`src/ebrw_pkg.sv`:
```
// Purpose: shared constants and types for the external bus cycle sequencer
// Assumes: one 25 MHz clock, word-wide register port
// Notes:   register map, field positions and bus cycle states
package ebrw_pkg;
    localparam int AW = 16;                        // external address width
    localparam int DW = 16;                        // external data width
    localparam int RAW = 8;                        // register port address width
    localparam int WCW = 4;                        // wait-state counter width
    // register byte addresses
    localparam logic [7:0] REG_CFG   = 8'h00;      // configuration
    localparam logic [7:0] REG_STAT  = 8'h04;      // status
    localparam logic [7:0] REG_RDATA = 8'h08;      // last captured read data
    // configuration fields
    localparam int CFG_WC_LSB = 0;                 // memory_cycle_wait_count lsb
    localparam int CFG_DLY    = 4;                 // strobe delay enable
    localparam int CFG_MUX    = 5;                 // multiplexed bus mode
    localparam int CFG_TRI    = 6;                 // tristate_turnaround_wait enable
    localparam int CFG_ASYNC  = 7;                 // asynchronous ready mode
    localparam int CFG_W      = 8;                 // configuration width
    localparam logic [CFG_W-1:0] CFG_RST = 8'h00;  // configuration reset value
    // bus cycle states
    typedef enum logic [3:0] {
        ST_IDLE, ST_ADDR, ST_DLY, ST_WAIT, ST_SAMP, ST_MUXW, ST_TRIW
    } ebrw_state_t;
endpackage

```
`src/ebrw_rdy_if.sv`:
```
// Purpose: carries ready sampling signals between sequencer and sampler
// Assumes: both ends on clk
// Notes:   pin itself stays a top-level port
`timescale 1ns/1ps
`default_nettype none
interface ebrw_rdy_if;
    logic async_mode;   // ready mode select
    logic ready_lvl;    // synchronised ready level
    modport seq (output async_mode, input ready_lvl);
    modport smp (input async_mode, output ready_lvl);
endinterface // ebrw_rdy_if
`default_nettype wire

```
`src/ebrw_bus_seq.sv`:
```
// Purpose: external bus cycle sequencer with ready and programmed waits
// Assumes: clk 25 MHz; clock_output runs at half clk; one request at a time
// Notes:   each state step lasts one clock_output period; wait repeats per wait count, samp while ready is high
`timescale 1ns/1ps
`default_nettype none
module ebrw_bus_seq (
    input  wire logic                     clk,                   // system clock
    input  wire logic                     nrst,                  // async reset, active low
    // register port
    input  wire logic [ebrw_pkg::RAW-1:0] reg_addr,              // register byte address
    input  wire logic [31:0]              reg_wdata,             // register write data
    input  wire logic                     reg_wr,                // write strobe
    input  wire logic                     reg_rd,                // read strobe
    output logic      [31:0]              reg_rdata,             // read data, next cycle
    // user request port
    input  wire logic                     req_valid,             // request present
    input  wire logic                     req_write,             // 1 write, 0 read
    input  wire logic [ebrw_pkg::AW-1:0]  req_addr,              // request address
    input  wire logic [ebrw_pkg::DW-1:0]  req_wdata,             // request write data
    output logic                          req_ready,             // request taken
    output logic                          req_done,              // cycle finished pulse
    output logic      [ebrw_pkg::DW-1:0]  req_rdata,             // captured read data
    // external bus pins
    output logic                          clock_output,          // bus clock out
    output logic                          ale,                   // address latch strobe
    output logic      [ebrw_pkg::AW-1:0]  bus_addr,              // address pins
    output logic                          rd_n,                  // read strobe
    output logic                          wr_n,                  // write strobe
    output logic                          read_chip_select_n,    // read chip select
    output logic                          write_chip_select_n,   // write chip select
    input  wire logic [ebrw_pkg::DW-1:0]  bus_data_in,           // data pins in
    output logic      [ebrw_pkg::DW-1:0]  bus_data_out,          // data pins out
    output logic                          bus_data_oe,           // data pins driven
    input  wire logic                     ready_pin              // ready from partner
);
    typedef struct packed {
        logic [ebrw_pkg::CFG_W-1:0] cfg;     // configuration register
        ebrw_pkg::ebrw_state_t      st;      // bus cycle state
        logic                       co;      // clock_output level
        logic [ebrw_pkg::WCW-1:0]   wcnt;    // memory wait counter
        logic                       wr;      // current cycle is a write
        logic [ebrw_pkg::AW-1:0]    addr;    // address pins
        logic [ebrw_pkg::DW-1:0]    dout;    // data pins out
        logic [ebrw_pkg::DW-1:0]    wdat;    // write data kept for the strobe phase
        logic                       oe;      // data pins driven
        logic                       ale;     // address latch strobe
        logic                       strb;    // command strobe active
        logic [ebrw_pkg::DW-1:0]    rdat;    // captured read data
        logic                       done;    // done pulse
        logic [31:0]                rdo;     // register read data
    } ebrw_seq_t;

    ebrw_seq_t q_r;   // registered state
    ebrw_seq_t q_nxt; // next state

    ebrw_rdy_if rif (); // ready sampler link
    logic       ce;     // clock_output rising edge enable
    logic       take;   // request accepted

    ////////////////////////////////////////////////////////////////
    // ready synchroniser
    ebrw_rdy_sync u_rdy (
        .clk       (clk),
        .nrst      (nrst),
        .ready_pin (ready_pin),
        .rif       (rif.smp)
    );
    assign rif.async_mode = q_r.cfg[ebrw_pkg::CFG_ASYNC];

    // step on each rising edge of clock_output
    assign ce   = !q_r.co;
    assign take = ce && req_valid && (q_r.st == ebrw_pkg::ST_IDLE);
    assign req_ready = take;

    ////////////////////////////////////////////////////////////////
    // cycle outline, one step per clock_output rising edge:
    //   idle - take request, drive address and ale
    //   addr - drop ale, load wait count, strobe now or after delay
    //   dly  - optional delayed strobe assertion
    //   wait - programmed memory wait states, strobe held low
    //   samp - ready high: stay; ready low: capture and end cycle
    //   muxw - turnaround after a multiplexed cycle
    //   triw - optional tristate wait before the next cycle
    // the address returns to zero at the same edge that raises the
    // strobe and takes read data, so late address moves are harmless
    // ready is read only through the synchroniser; its latency is why
    // the partner must hold ready low until the strobe rises
    // next state
    always_comb begin
        q_nxt      = q_r;
        q_nxt.co   = !q_r.co;
        q_nxt.done = 1'b0;
        // register port write and read
        if (reg_wr && reg_addr == ebrw_pkg::REG_CFG) begin
            q_nxt.cfg = reg_wdata[ebrw_pkg::CFG_W-1:0];
        end
        q_nxt.rdo = 32'h0000_0000;
        if (reg_rd) begin
            unique case (reg_addr)
                ebrw_pkg::REG_CFG:   q_nxt.rdo = {24'h00_0000, q_r.cfg};
                ebrw_pkg::REG_STAT:  q_nxt.rdo = {27'h000_0000, q_r.st == ebrw_pkg::ST_IDLE,
                                                  q_r.st};
                ebrw_pkg::REG_RDATA: q_nxt.rdo = {16'h0000, q_r.rdat};
                default:             q_nxt.rdo = 32'h0000_0000;
            endcase
        end
        if (ce) begin
            unique case (q_r.st)
                ebrw_pkg::ST_IDLE: begin
                    if (req_valid) begin
                        q_nxt.st   = ebrw_pkg::ST_ADDR;
                        q_nxt.wr   = req_write;
                        q_nxt.addr = req_addr;
                        // request data may drop once taken, keep a copy
                        q_nxt.wdat = req_wdata;
                        q_nxt.ale  = 1'b1;
                        // multiplexed: address travels on data pins too
                        q_nxt.dout = q_r.cfg[ebrw_pkg::CFG_MUX] ? req_addr : req_wdata;
                        q_nxt.oe   = q_r.cfg[ebrw_pkg::CFG_MUX] || req_write;
                    end
                end
                ebrw_pkg::ST_ADDR: begin
                    q_nxt.ale  = 1'b0;
                    q_nxt.wcnt = q_r.cfg[ebrw_pkg::CFG_WC_LSB +: ebrw_pkg::WCW];
                    q_nxt.oe   = q_r.wr;
                    // data pins leave the address: write data, or quiet for reads
                    q_nxt.dout = q_r.wr ? q_r.wdat : '0;
                    if (q_r.cfg[ebrw_pkg::CFG_DLY]) begin
                        q_nxt.st = ebrw_pkg::ST_DLY;
                    end else begin
                        q_nxt.strb = 1'b1;
                        q_nxt.st   = (q_nxt.wcnt != '0) ? ebrw_pkg::ST_WAIT
                                                        : ebrw_pkg::ST_SAMP;
                    end
                end
                ebrw_pkg::ST_DLY: begin
                    q_nxt.strb = 1'b1;
                    q_nxt.st   = (q_r.wcnt != '0) ? ebrw_pkg::ST_WAIT : ebrw_pkg::ST_SAMP;
                end
                ebrw_pkg::ST_WAIT: begin
                    q_nxt.wcnt = q_r.wcnt - 1'b1;
                    if (q_r.wcnt == 'd1) begin
                        q_nxt.st = ebrw_pkg::ST_SAMP;
                    end
                end
                ebrw_pkg::ST_SAMP: begin
                    if (!rif.ready_lvl) begin
                        if (!q_r.wr) begin
                            q_nxt.rdat = bus_data_in;
                        end
                        q_nxt.strb = 1'b0;
                        q_nxt.done = 1'b1;
                        q_nxt.oe   = 1'b0;
                        q_nxt.addr = '0;
                        if (q_r.cfg[ebrw_pkg::CFG_MUX]) begin
                            q_nxt.st = ebrw_pkg::ST_MUXW;
                        end else if (q_r.cfg[ebrw_pkg::CFG_TRI]) begin
                            q_nxt.st = ebrw_pkg::ST_TRIW;
                        end else begin
                            q_nxt.st = ebrw_pkg::ST_IDLE;
                        end
                    end
                end
                ebrw_pkg::ST_MUXW: begin
                    q_nxt.st = q_r.cfg[ebrw_pkg::CFG_TRI] ? ebrw_pkg::ST_TRIW
                                                          : ebrw_pkg::ST_IDLE;
                end
                ebrw_pkg::ST_TRIW: begin
                    q_nxt.st = ebrw_pkg::ST_IDLE;
                end
                default: q_nxt.st = ebrw_pkg::ST_IDLE;
            endcase
        end
    end

    ////////////////////////////////////////////////////////////////
    // state register
    // reset leaves the bus idle, config at its reset value and
    // clock_output low, so the first step follows the first edge
    always_ff @(posedge clk or negedge nrst) begin
        if (!nrst) begin
            q_r      <= '0;
            q_r.cfg  <= ebrw_pkg::CFG_RST;
            q_r.st   <= ebrw_pkg::ST_IDLE;
        end else begin
            q_r <= q_nxt;
        end
    end

    ////////////////////////////////////////////////////////////////
    // outputs: every pin comes from a state flop or from a decode of
    // the strobe and direction flops, which never change together
    // inside a cycle, so the strobes cannot glitch
    // chip selects follow the strobes one to one
    assign reg_rdata           = q_r.rdo;
    assign req_done            = q_r.done;
    assign req_rdata           = q_r.rdat;
    assign clock_output        = q_r.co;
    assign ale                 = q_r.ale;
    assign bus_addr            = q_r.addr;
    assign rd_n                = !(q_r.strb && !q_r.wr);
    assign wr_n                = !(q_r.strb && q_r.wr);
    assign read_chip_select_n  = rd_n;
    assign write_chip_select_n = wr_n;
    assign bus_data_out        = q_r.dout;
    assign bus_data_oe         = q_r.oe;
endmodule // ebrw_bus_seq
`default_nettype wire

```
`src/ebrw_rdy_sync.sv`:
```
// Purpose: brings the ready pin into the clk domain
// Assumes: ready pin is asynchronous to clk
// Notes:   async mode adds two further stages of settling
`timescale 1ns/1ps
`default_nettype none
module ebrw_rdy_sync (
    input  wire logic clk,        // system clock
    input  wire logic nrst,       // async reset, active low
    input  wire logic ready_pin,  // ready pin from outside
    ebrw_rdy_if.smp   rif         // towards the sequencer
);
    typedef struct packed {
        logic s1;   // first stage, read only by s2
        logic s2;   // second stage
        logic s3;   // async extra stage
        logic s4;   // async extra stage
    } ebrw_sync_t;

    ebrw_sync_t q_r;   // registered stages
    ebrw_sync_t q_nxt; // next stages

    ////////////////////////////////////////////////////////////////
    // next value of the chain
    always_comb begin
        q_nxt    = q_r;
        q_nxt.s1 = ready_pin;
        q_nxt.s2 = q_r.s1;
        q_nxt.s3 = q_r.s2;
        q_nxt.s4 = q_r.s3;
    end

    // stages reset high: treat bus as not ready until seen low
    always_ff @(posedge clk or negedge nrst) begin
        if (!nrst) begin
            q_r <= '1;
        end else begin
            q_r <= q_nxt;
        end
    end

    assign rif.ready_lvl = rif.async_mode ? q_r.s4 : q_r.s2;
endmodule // ebrw_rdy_sync
`default_nettype wire

```
`config.mk`:
```
export PLATFORM = sky130hd
export DESIGN_NAME = ebrw_bus_seq
export DESIGN_NICKNAME = d
export VERILOG_FILES = /design/src/ebrw_pkg.sv /design/src/ebrw_rdy_if.sv /design/src/ebrw_bus_seq.sv /design/src/ebrw_rdy_sync.sv
export SDC_FILE = /design/constraint.sdc
export NUM_CORES = 1
export LEC_CHECK = 0
export BUFFER_PORTS_ARGS = -buffer_cell sky130_fd_sc_hd__buf_2
export CORE_AREA = 3 3 107 109
export CTS_CLUSTER_DIAMETER = 120
export DETAILED_ROUTE_END_ITERATION = 12
export DIE_AREA = 0 0 110 112
export GPL_TIMING_DRIVEN = 0
export PLACE_DENSITY_LB_ADDON = 0.1
export SLEW_MARGIN = 20
export SYNTH_ARGS = -nofsm -noshare
export SYNTH_HDL_FRONTEND = slang
export SYNTH_SLANG_ARGS = --single-unit
```
`constraint.sdc`:
```
create_clock -name clk -period 2.1 [get_ports clk]
set_clock_uncertainty 0.15 [all_clocks]
set_input_delay 0.42 -clock clk [delete_from_list [all_inputs] [get_ports clk]]
set_output_delay 0.42 -clock clk [all_outputs]
set_load 0.05 [all_outputs]
```
* After elaboration in Yosys (flattened, before gate mapping)
Index checks and enable logic that the tools add are counted.
** Word-level totals
- Output and inout port bits :: 89
- Flip-flop bits (word level) :: 122
- Input port bits :: 95
** Operators by class
- Add/sub/neg operators :: 1
- Eq/ne operators :: 12
- Reduce and logical (&&, ||, !) cells :: 27
- Bitwise operators :: 3
- Multiplexer cells :: 28
** Operator list (count)
- $mux W16 :: 5
- $pmux W16 S2 :: 2
- $mux W50 :: 1
- $pmux W16 S3 :: 1
- $pmux W4 S6 :: 1
- $reduce_and A4 Y1 :: 5
- $mux W18 :: 1
- $mux W3 :: 5
- $mux W4 :: 3
- $eq A4 B1 Y1 const B :: 2
- $eq A4 B2 Y1 const B :: 2
- $eq A4 B3 Y1 const B :: 2
- $eq A8 B3 Y1 const B :: 1
- $eq A8 B4 Y1 const B :: 1
- $logic_not A8 Y1 :: 1
- $ne A2 B2 Y1 const B :: 4
- $pmux W4 S2 :: 1
- $reduce_bool A4 Y1 :: 2
- $pmux W1 S3 :: 2
- $reduce_and A3 Y1 :: 2
- $reduce_bool A2 Y1 :: 3
- $reduce_bool A3 Y1 :: 2
- $logic_and A1 B1 Y1 :: 5
- $mux W1 :: 5
- other kinds (7) :: 12

* Longest topological paths before layout
Gate-level depths: netlist of the first run.
- Word-level depth :: 4
- Depth in mapped cells :: 6
- Mapped depth without buffers :: 6

* Cells and area by module
A second synthesis of the first run with hierarchy kept.
** Unflattened totals
- Cell total of the unflattened synthesis :: 452
- Area total of the unflattened synthesis :: 5258.8 µm²
** By module, submodules not included
- ebrw_bus_seq :: cells each 447, area each 5138.7 µm², instances 1, sequential area each 2527.4 µm²
- ebrw_rdy_sync :: cells each 5, area each 120.1 µm², instances 1, sequential area each 105.1 µm²

* Worst setup path before layout of the first run
OpenSTA, ideal clock, no wires.
- Path kind :: register -> output
- Start :: register q_r (netlist bit clock_output)
- End :: output req_ready
- Data arrival time :: 1460 ps
- Stages on the path, launching flop included :: 5
- Path buffers :: 1
- Data required time :: 1530 ps
- Path slack :: 70 ps
- Cells stage by stage :: dfrtp_1 > inv_2 > nand4b_2 > buf_2 > inv_2
** Between the ends
- Word-level cells in the longest chain between the ends :: 3
** Ends and longest elaborated chain
- from (decl) :: RTL line ebrw_bus_seq.sv:53 : ebrw_seq_t q_r;
- from (signal assigned) :: RTL line ebrw_bus_seq.sv:186 : q_r <= q_nxt;
- $logic_not A1 Y1 :: RTL line ebrw_bus_seq.sv:71 : assign ce = !q_r.co;
- named net ce :: RTL line ebrw_bus_seq.sv:57 : logic ce;
- $logic_and A1 B1 Y1 (2 in series) :: RTL line ebrw_bus_seq.sv:72 : assign take = ce && req_valid && (q_r.st == ebrw_pkg::ST_IDLE);
- to (decl) :: RTL line ebrw_bus_seq.sv:20 : output logic req_ready,
The timed path passes the listed nets, and every way through them passes these cells.

* Worst setup path in the final report of the first run
- Start :: register q_r[107] in the netlist's numbering
- End :: register q_r (netlist bit bus_data_out[10])
** Between the ends
- Word-level cells in the longest chain between the ends :: 3
- Elaborated cells on any way between the ends :: 6
- Classes of those cells :: eq/ne (2); mux (1); reduce/logical (3)
** Ends and longest elaborated chain
- $eq A4 B1 Y1 / $logic_not A4 Y1 (equally long branches) :: RTL line ebrw_bus_seq.sv:108 : unique case (q_r.st)
- $reduce_bool A2 Y1 (no line) / $ne A2 B2 Y1 (equally long branches)
- $reduce_and A3 Y1 (no line)
Parallel ways exist; a longest one is shown, timed or not.
A chain may end at the register's enable or synchronous reset.

==> reports/summary.txt, run 1 <==
CTS buffer count: 9
Critical path fanouts, max: 10
Pin count of the biggest net entering global routing: 82
Root Buffer: clkbuf_8
Count of final hold-check violations: 0
Starting density of the core: 49.4%
Reg2Reg Launch Point: q_r[107]$_DFFE_PN0P_
R2R Setup Slk: 0.03 ns
Hold WC Path Type: input pin to flop
Synth Area in Simple Gates: 8.86%
GRT Total Usage: 20.1%
Row count: 38
Antenna Nets Post-Route: 0
Max H-tree Level: 3
Share of cells above drive strength 1: 45.0%
Vias: 3,937
Crit path kind: flop to flop
PD cells: 1410 nW/um2
Residual DRC: 0
Tot Pwr: 9.34 mW
First DRT Iteration DRCs: 148
Grt ovf: 0
Wire length per cell: 14.9 um
Critical Path Slowest Stage Cell: clkbuf_1
Port buffer count: 143
Worst path top cell family by delay: buffers and inverters
Non-Filler Instances: 804
DPL Wire Length: 8700 um
Die Y: 112 um
Final setup viols: 0
Initial antenna violation count: 0
Max-Cap Viols: 0
Final Max Tran Viols: 0
CTS tree: yes
CTS sink count: 105
Peak supply drop: 0.753 mV
Core footprint: 10,700 um2
CP endpoint kind: flop
NumNets Final: 756
Number of synthesized flops with an enable pin: 0
Synth area leaders: dfrtp_1 (48%), buf_4 (12%), mux2i_1 (4.9%)
Worst rel slew slack: 43.8%
Critical Path Start Type: flop
Hold Startpoint: bus_data_in[3]
Register Area: 2640 um2
Worst path most repeated cell: o21ai_1
CP required: 2.18 ns
RSZ-0062 raised after global routing: true
Status: completed
Worst Path Arrival: 2.15 ns
Synth Area in Compound Gates: 11.3%
Ys flop type: dfrtp_1
Die width: 110 um
Clock transition at path regs: 0.10 ns
GR Util met2: 32.4%
Count leader, synth: dfrtp_1
Drt pass-1 iters: 5
R2R depth: 5
# IOs: 184
Ys Warns: 0
Worst path cell trace: buf_2 -> nor3_1 -> o21ai_1 -> clkbuf_1 -> o21ai_1
Die area: 12,300 um2
Yosys reg bits: 105
Longest Clk Path Bufs: 2
Post-synth top cells: dfrtp_1 (101), buf_4 (82), nand2_1 (40)
First-pass GRT wire length: 19,400 um
Min setup slack post-route: 0.0345 ns
Post-synth top area cell: dfrtp_1
GR peak layer: met2
Least-Margin Pin Slew: 0.843 ns
Post-synthesis mux area share: 15.1%
Tmin final: 2.07 ns
Post-synth top area share: 47.9%
Multi-input gate area: 2000 um2
Vias per inst: 4.90
CP Launch Point: q_r[107]$_DFFE_PN0P_
Drt total wl: 12,000 um
Yosys cell types: 50
Met1 usage: 27.3%
CP max stage delay: 0.51 ns
Placed standard-cell area: 6260 um2
Placer Congestion: 0.825
Synth Area in XOR/XNOR: 0.166%
Cell Area, Synth: 5280 um2
Vias in the first global route: 3,910
Crit share post-route: 98.4%
Area growth syn-to-layout: 25.7%
Lkg Pwr: 3.42 nW
Worst r2r dst: bus_data_out[10]$_DFFE_PN0P_
Adder-Cell Fraction of Synth Area: 0.474%
Asr flop ratio synth: 100%
Place WS: -0.110 ns
Later-pin clock latency in the skew report: 0.36 ns
DP Cell Count: 780
Fmax: 0.484 GHz
Post-route cell area: 6640 um2
Met3 Use GR: 4.00%
Post-Syn Instances: 481
Worst hold path depth: 2
Endpoint, Worst Hold: req_rdata[3]$_DFFE_PN0P_
FILL cells: 950
Diodes inserted: 0
Mapped Avg Cell Area: 11.0 um2
Main combinational cell family by area after synthesis: multiplexers
Register area share after synthesis: 49.8%
WP buf/inv: 2
-- what timing repair did --
action                                  in CTS  in global routing
hold buffers                                 2                  0
hold endpoints to repair                    25                  0
pin swaps                                    1                  1
gates resized for setup                      8                 11
endpoints found under the setup margin      31                 40
buffers inserted                             3                  3
-- metrics by stage --
step | utilization [%] | hold slack [ns] | TNS [ns]
after global placement | 58.2 | 0.197 | -75.37
after CTS | 61.5 | 0.0941 | -0.0162
after floorplan | - | -0.0256 | 0
after detailed placement | 58.5 | 0.152 | -1.88
after global routing | 62.1 | 0.0981 | -1.66
final | 62.1 | 0.111 | 0
-- placed cells by master (no fill, tap or decap), types with 3 or more instances in the layout --
master       n
a21oi_1      7
a2bb2oi_1   16
and2_1       8
buf_2      149
buf_4       89
buf_6        4
bufinv_16    3
clkbuf_1     7
clkbuf_8    10
conb_1      16
dfrtp_1     99
dfstp_2      4
inv_1        6
mux2_1      22
mux2_2      11
mux2_4      10
mux2i_1     25
nand2_1     39
nand2b_1     4
nand4_1      3
nor2_1      17
nor2b_1      5
o21ai_0     23
o21ai_1     35
-- registers in the layout, indices dropped and copies added, names as in the netlist --
name and flops:
ale 1, req_rdata 16, reg_rdata 16, bus_data_oe 1
bus_addr 16, u_rdy.q_r 1, req_done 1, bus_data_out 16
clock_output 1, q_r 33, u_rdy.q_nxt 3
-- worst max-delay path by stage --
stage	slack, ns	cells after the start	to
floorplan	0.07	4	req_ready
global placement	-0.74	1	req_rdata[11]$_DFFE_PN0P_
detailed placement	-0.11	5	req_ready
CTS	-0.01	6	bus_addr[1]$_DFFE_PN0P_
global route	-0.13	5	bus_data_out[9]$_DFFE_PN0P_
finish	0.03	5	bus_data_out[10]$_DFFE_PN0P_
-- cell type report --
type                       count  area share (%)
inverter                       8           0.452
timing repair buffer         152            12.4
multi-input combinational    280            30.1
clock buffer                  11            2.13
sequential                   105            39.7
buffer                       103            11.1
tap                          140            2.64
clock inverter                 5            1.55
-- where the power goes --
| part | internal, mW | switching [mW] | total [mW] |
|---|---|---|---|
| sequential | 2.70 | 0.431 | 3.13 |
| combinational | 1.71 | 2.98 | 4.68 |
| clock | 0.824 | 0.693 | 1.52 |
-- metal layers --
metal  up-vias  share of wire, %
met5         -                 0
met4         0               1.5
met3        16               5.7
met2       121                47
met1      1887                45
li1       1913                 -
-- cell families (layout without fill, tap and decap cells) --
logic type,after synthesis,after routing
buffers and inverters,111,279
flip-flops,105,105
AND/OR/NAND/NOR,93,93
AO/OA/AOI/OAI,98,98
multiplexers,70,70
XOR/XNOR,1,1
other,1,16
adder cells (fa/ha/maj),2,2
Note: power is estimated with default switching activity, not from simulation.
==> run 2, diff against run 1 <==
- CORE_AREA: 3 3 107 109 -> 3 3 111 113
- CTS_BUF_LIST: default -> sky130_fd_sc_hd__clkbuf_8
- DIE_AREA: 0 0 110 112 -> 0 0 114 116
- TNS_END_PERCENT: default -> 50
- clock period: 2.1 -> 1.8 ns (I/O delays scaled with it)
==> run 2 against run 1 <==
Design area grew 4.2%. Power increased by 18%. Critical path type unchanged. Worst setup slack lost 0.25 ns. Sequential power rose by 19%. The flow now finishes with violations (setup timing). Flip-flop and latch count is the same. Register-to-register slack worse by 0.25 ns. Core utilization is 1.5 points lower. Largest cell class unchanged. Die area up 7.3%. Global-route usage down 0.82 points.
==> reports/summary.txt, run 2 (synthesis gave the netlist of run 1 again) <==
Status: complete, but fails checks
Failing checks: setup timing
Later-pin clock latency in the skew report: 0.37 ns
CP max stage delay: 0.40 ns
# IOs: 184
CP endpoint kind: flop
Die Y: 116 um
Critical Path Start Type: flop
Least-Margin Pin Slew: 0.508 ns
First DRT Iteration DRCs: 177
Row count: 39
CTS buffer count: 9
Most frequent cells in the layout: buf_2 (143), buf_4 (104), dfrtp_1 (99), nand2_1 (39), o21ai_1 (37)
Fmax: 0.497 GHz
Longest Clk Path Bufs: 2
Wire length per cell: 15.7 um
Lkg Pwr: 3.61 nW
Die width: 114 um
First-pass GRT wire length: 20,000 um
Grt ovf: 0
Port buffer count: 143
PD cells: 1590 nW/um2
Final Max Tran Viols: 0
Worst rel slew slack: 66.0%
Crit path kind: flop to flop
Drt total wl: 12,900 um
Critical path fanouts, max: 3
Clock transition at path regs: 0.10 ns
Die area: 13,200 um2
Min setup slack post-route: -0.212 ns
Max H-tree Level: 3
Critical Path Slowest Stage Cell: dfrtp_1
Vias: 4,022
Worst path cell trace: inv_2 -> ha_1 -> or3b_4 -> a31oi_4 -> a21bo_4 -> mux2_4
Non-Filler Instances: 823
Diodes inserted: 0
CTS tree: yes
Count of final hold-check violations: 0
Placed standard-cell area: 6280 um2
Top reg by flops: q_r
Core footprint: 11,400 um2
NumNets Final: 772
Tmin final: 2.01 ns
CTS sink count: 105
Max-Cap Viols: 0
DP Cell Count: 783
Hold WC Path Type: input pin to flop
Vias per inst: 4.89
Vias in the first global route: 3,927
Pin count of the biggest net entering global routing: 57
Area growth syn-to-layout: 31.0%
Root Buffer: clkbuf_8
Starting density of the core: 46.3%
GRT Total Usage: 19.3%
Initial antenna violation count: 0
Post-route cell area: 6920 um2
Share of cells above drive strength 1: 50.3%
Placer Congestion: 0.786
CP required: 1.92 ns
Drt pass-1 iters: 4
Antenna Nets Post-Route: 0
Most common cell after layout, fill and taps aside: buf_2
Final setup viols: 29
RSZ-0062 raised after global routing: true
Peak supply drop: 1.30 mV
Worst Path Arrival: 2.13 ns
Max reg flops: 33
Residual DRC: 0
DPL Wire Length: 9200 um
Crit share post-route: 112%
## run 2: cell count changes in the layout (fill, tap and decap cells not counted), sizes merged
| cell | delta |
|---|---|
| bufinv | -2 |
| inv | +2 |
| buf | +13 |
| clkinv | +2 |
| clkbuf | +2 |
| clkinvlp | -1 |
## run 2: worst max-delay path: cells and delay by family (launching register included)
| kind | cells | cell delay [ns] |
|---|---|---|
| AOI/OAI and AO/OA | 2 | 0.45 |
| adders and majority gates | 1 | 0.14 |
| buffers and inverters | 1 | 0.08 |
| DFF | 1 | 0.40 |
| muxes | 1 | 0.30 |
| and+or+nand+nor | 1 | 0.40 |
## run 2: cell type report
type | count | area [um2]
Buffer | 102 | 777
Clock buffer | 10 | 138
Clock inverter | 6 | 51.3
Fill cell | 979 | 4500
Inverter | 8 | 42.5
Multi-Input combinational cell | 280 | 2110
Sequential cell | 105 | 2640
Tap cell | 143 | 179
Timing Repair Buffer | 169 | 986
## run 2: path summary, 6_finish.rpt
path	startpoint	cells past startpoint	slack, ns	endpoint
min	req_write	2	0.06	q_r[100]$_DFFE_PN0P_
max reg2reg	q_r[102]$_DFFE_PN0P_	6	-0.21	q_r[106]$_DFFE_PN0P_
min in group asynchronous	nrst	2	0.36	reg_rdata[9]$_DFF_PN0_
max in group asynchronous	nrst	3	0.49	q_r[67]$_DFFE_PN0P_
min reg2reg	u_rdy.q_nxt[2]$_DFF_PN1_	0	0.21	u_rdy.q_nxt[1]$_DFF_PN1_
max	q_r[102]$_DFFE_PN0P_	6	-0.21	q_r[106]$_DFFE_PN0P_
## run 2: routing by layer
metal / track usage, % / part of all wire, % / vias to the layer above
li1: - / - / 1947
met1: 26.7 / 44 / 1958
met3: 3.29 / 5.3 / 17
met5: 0 / 0 / -
met4: 6.65 / 1.4 / 0
met2: 30.8 / 49 / 100
## run 2: stage by stage
step / TNS (ns) / total power, mW / worst slack, ns / utilization (%) / hold slack, ns
2_1_floorplan: -0.703 / 7.94 / -0.0600 / - / -0.0856
3_3_place_gp: -114.30 / 8.96 / -1.14 / 54.7 / 0.197
3_5_place_dp: -17.18 / 9.08 / -0.352 / 55.0 / 0.187
4_1_cts: -3.37 / 10.8 / -0.177 / 58.8 / 0.0379
5_1_grt: -6.87 / 11.6 / -0.275 / 60.6 / 0.0490
6_report: -3.80 / 11.0 / -0.212 / 60.6 / 0.0557
## run 2: what timing repair did
action | 4_1_cts | 5_1_grt
setup endpoints to repair | 59 | 71
cloned | 0 | 0
resized for setup | 39 | 37
hold endpoints to repair | 46 | 0
hold buffers | 2 | 0
pin swaps | 6 | 5
buffers inserted | 11 | 12
## run 2: power breakdown
part	switching [mW]	leakage (nW)	internal, mW
logic	3.55	2.17	2.28
clock network	0.785	0.110	0.663
registers	0.559	1.33	3.16
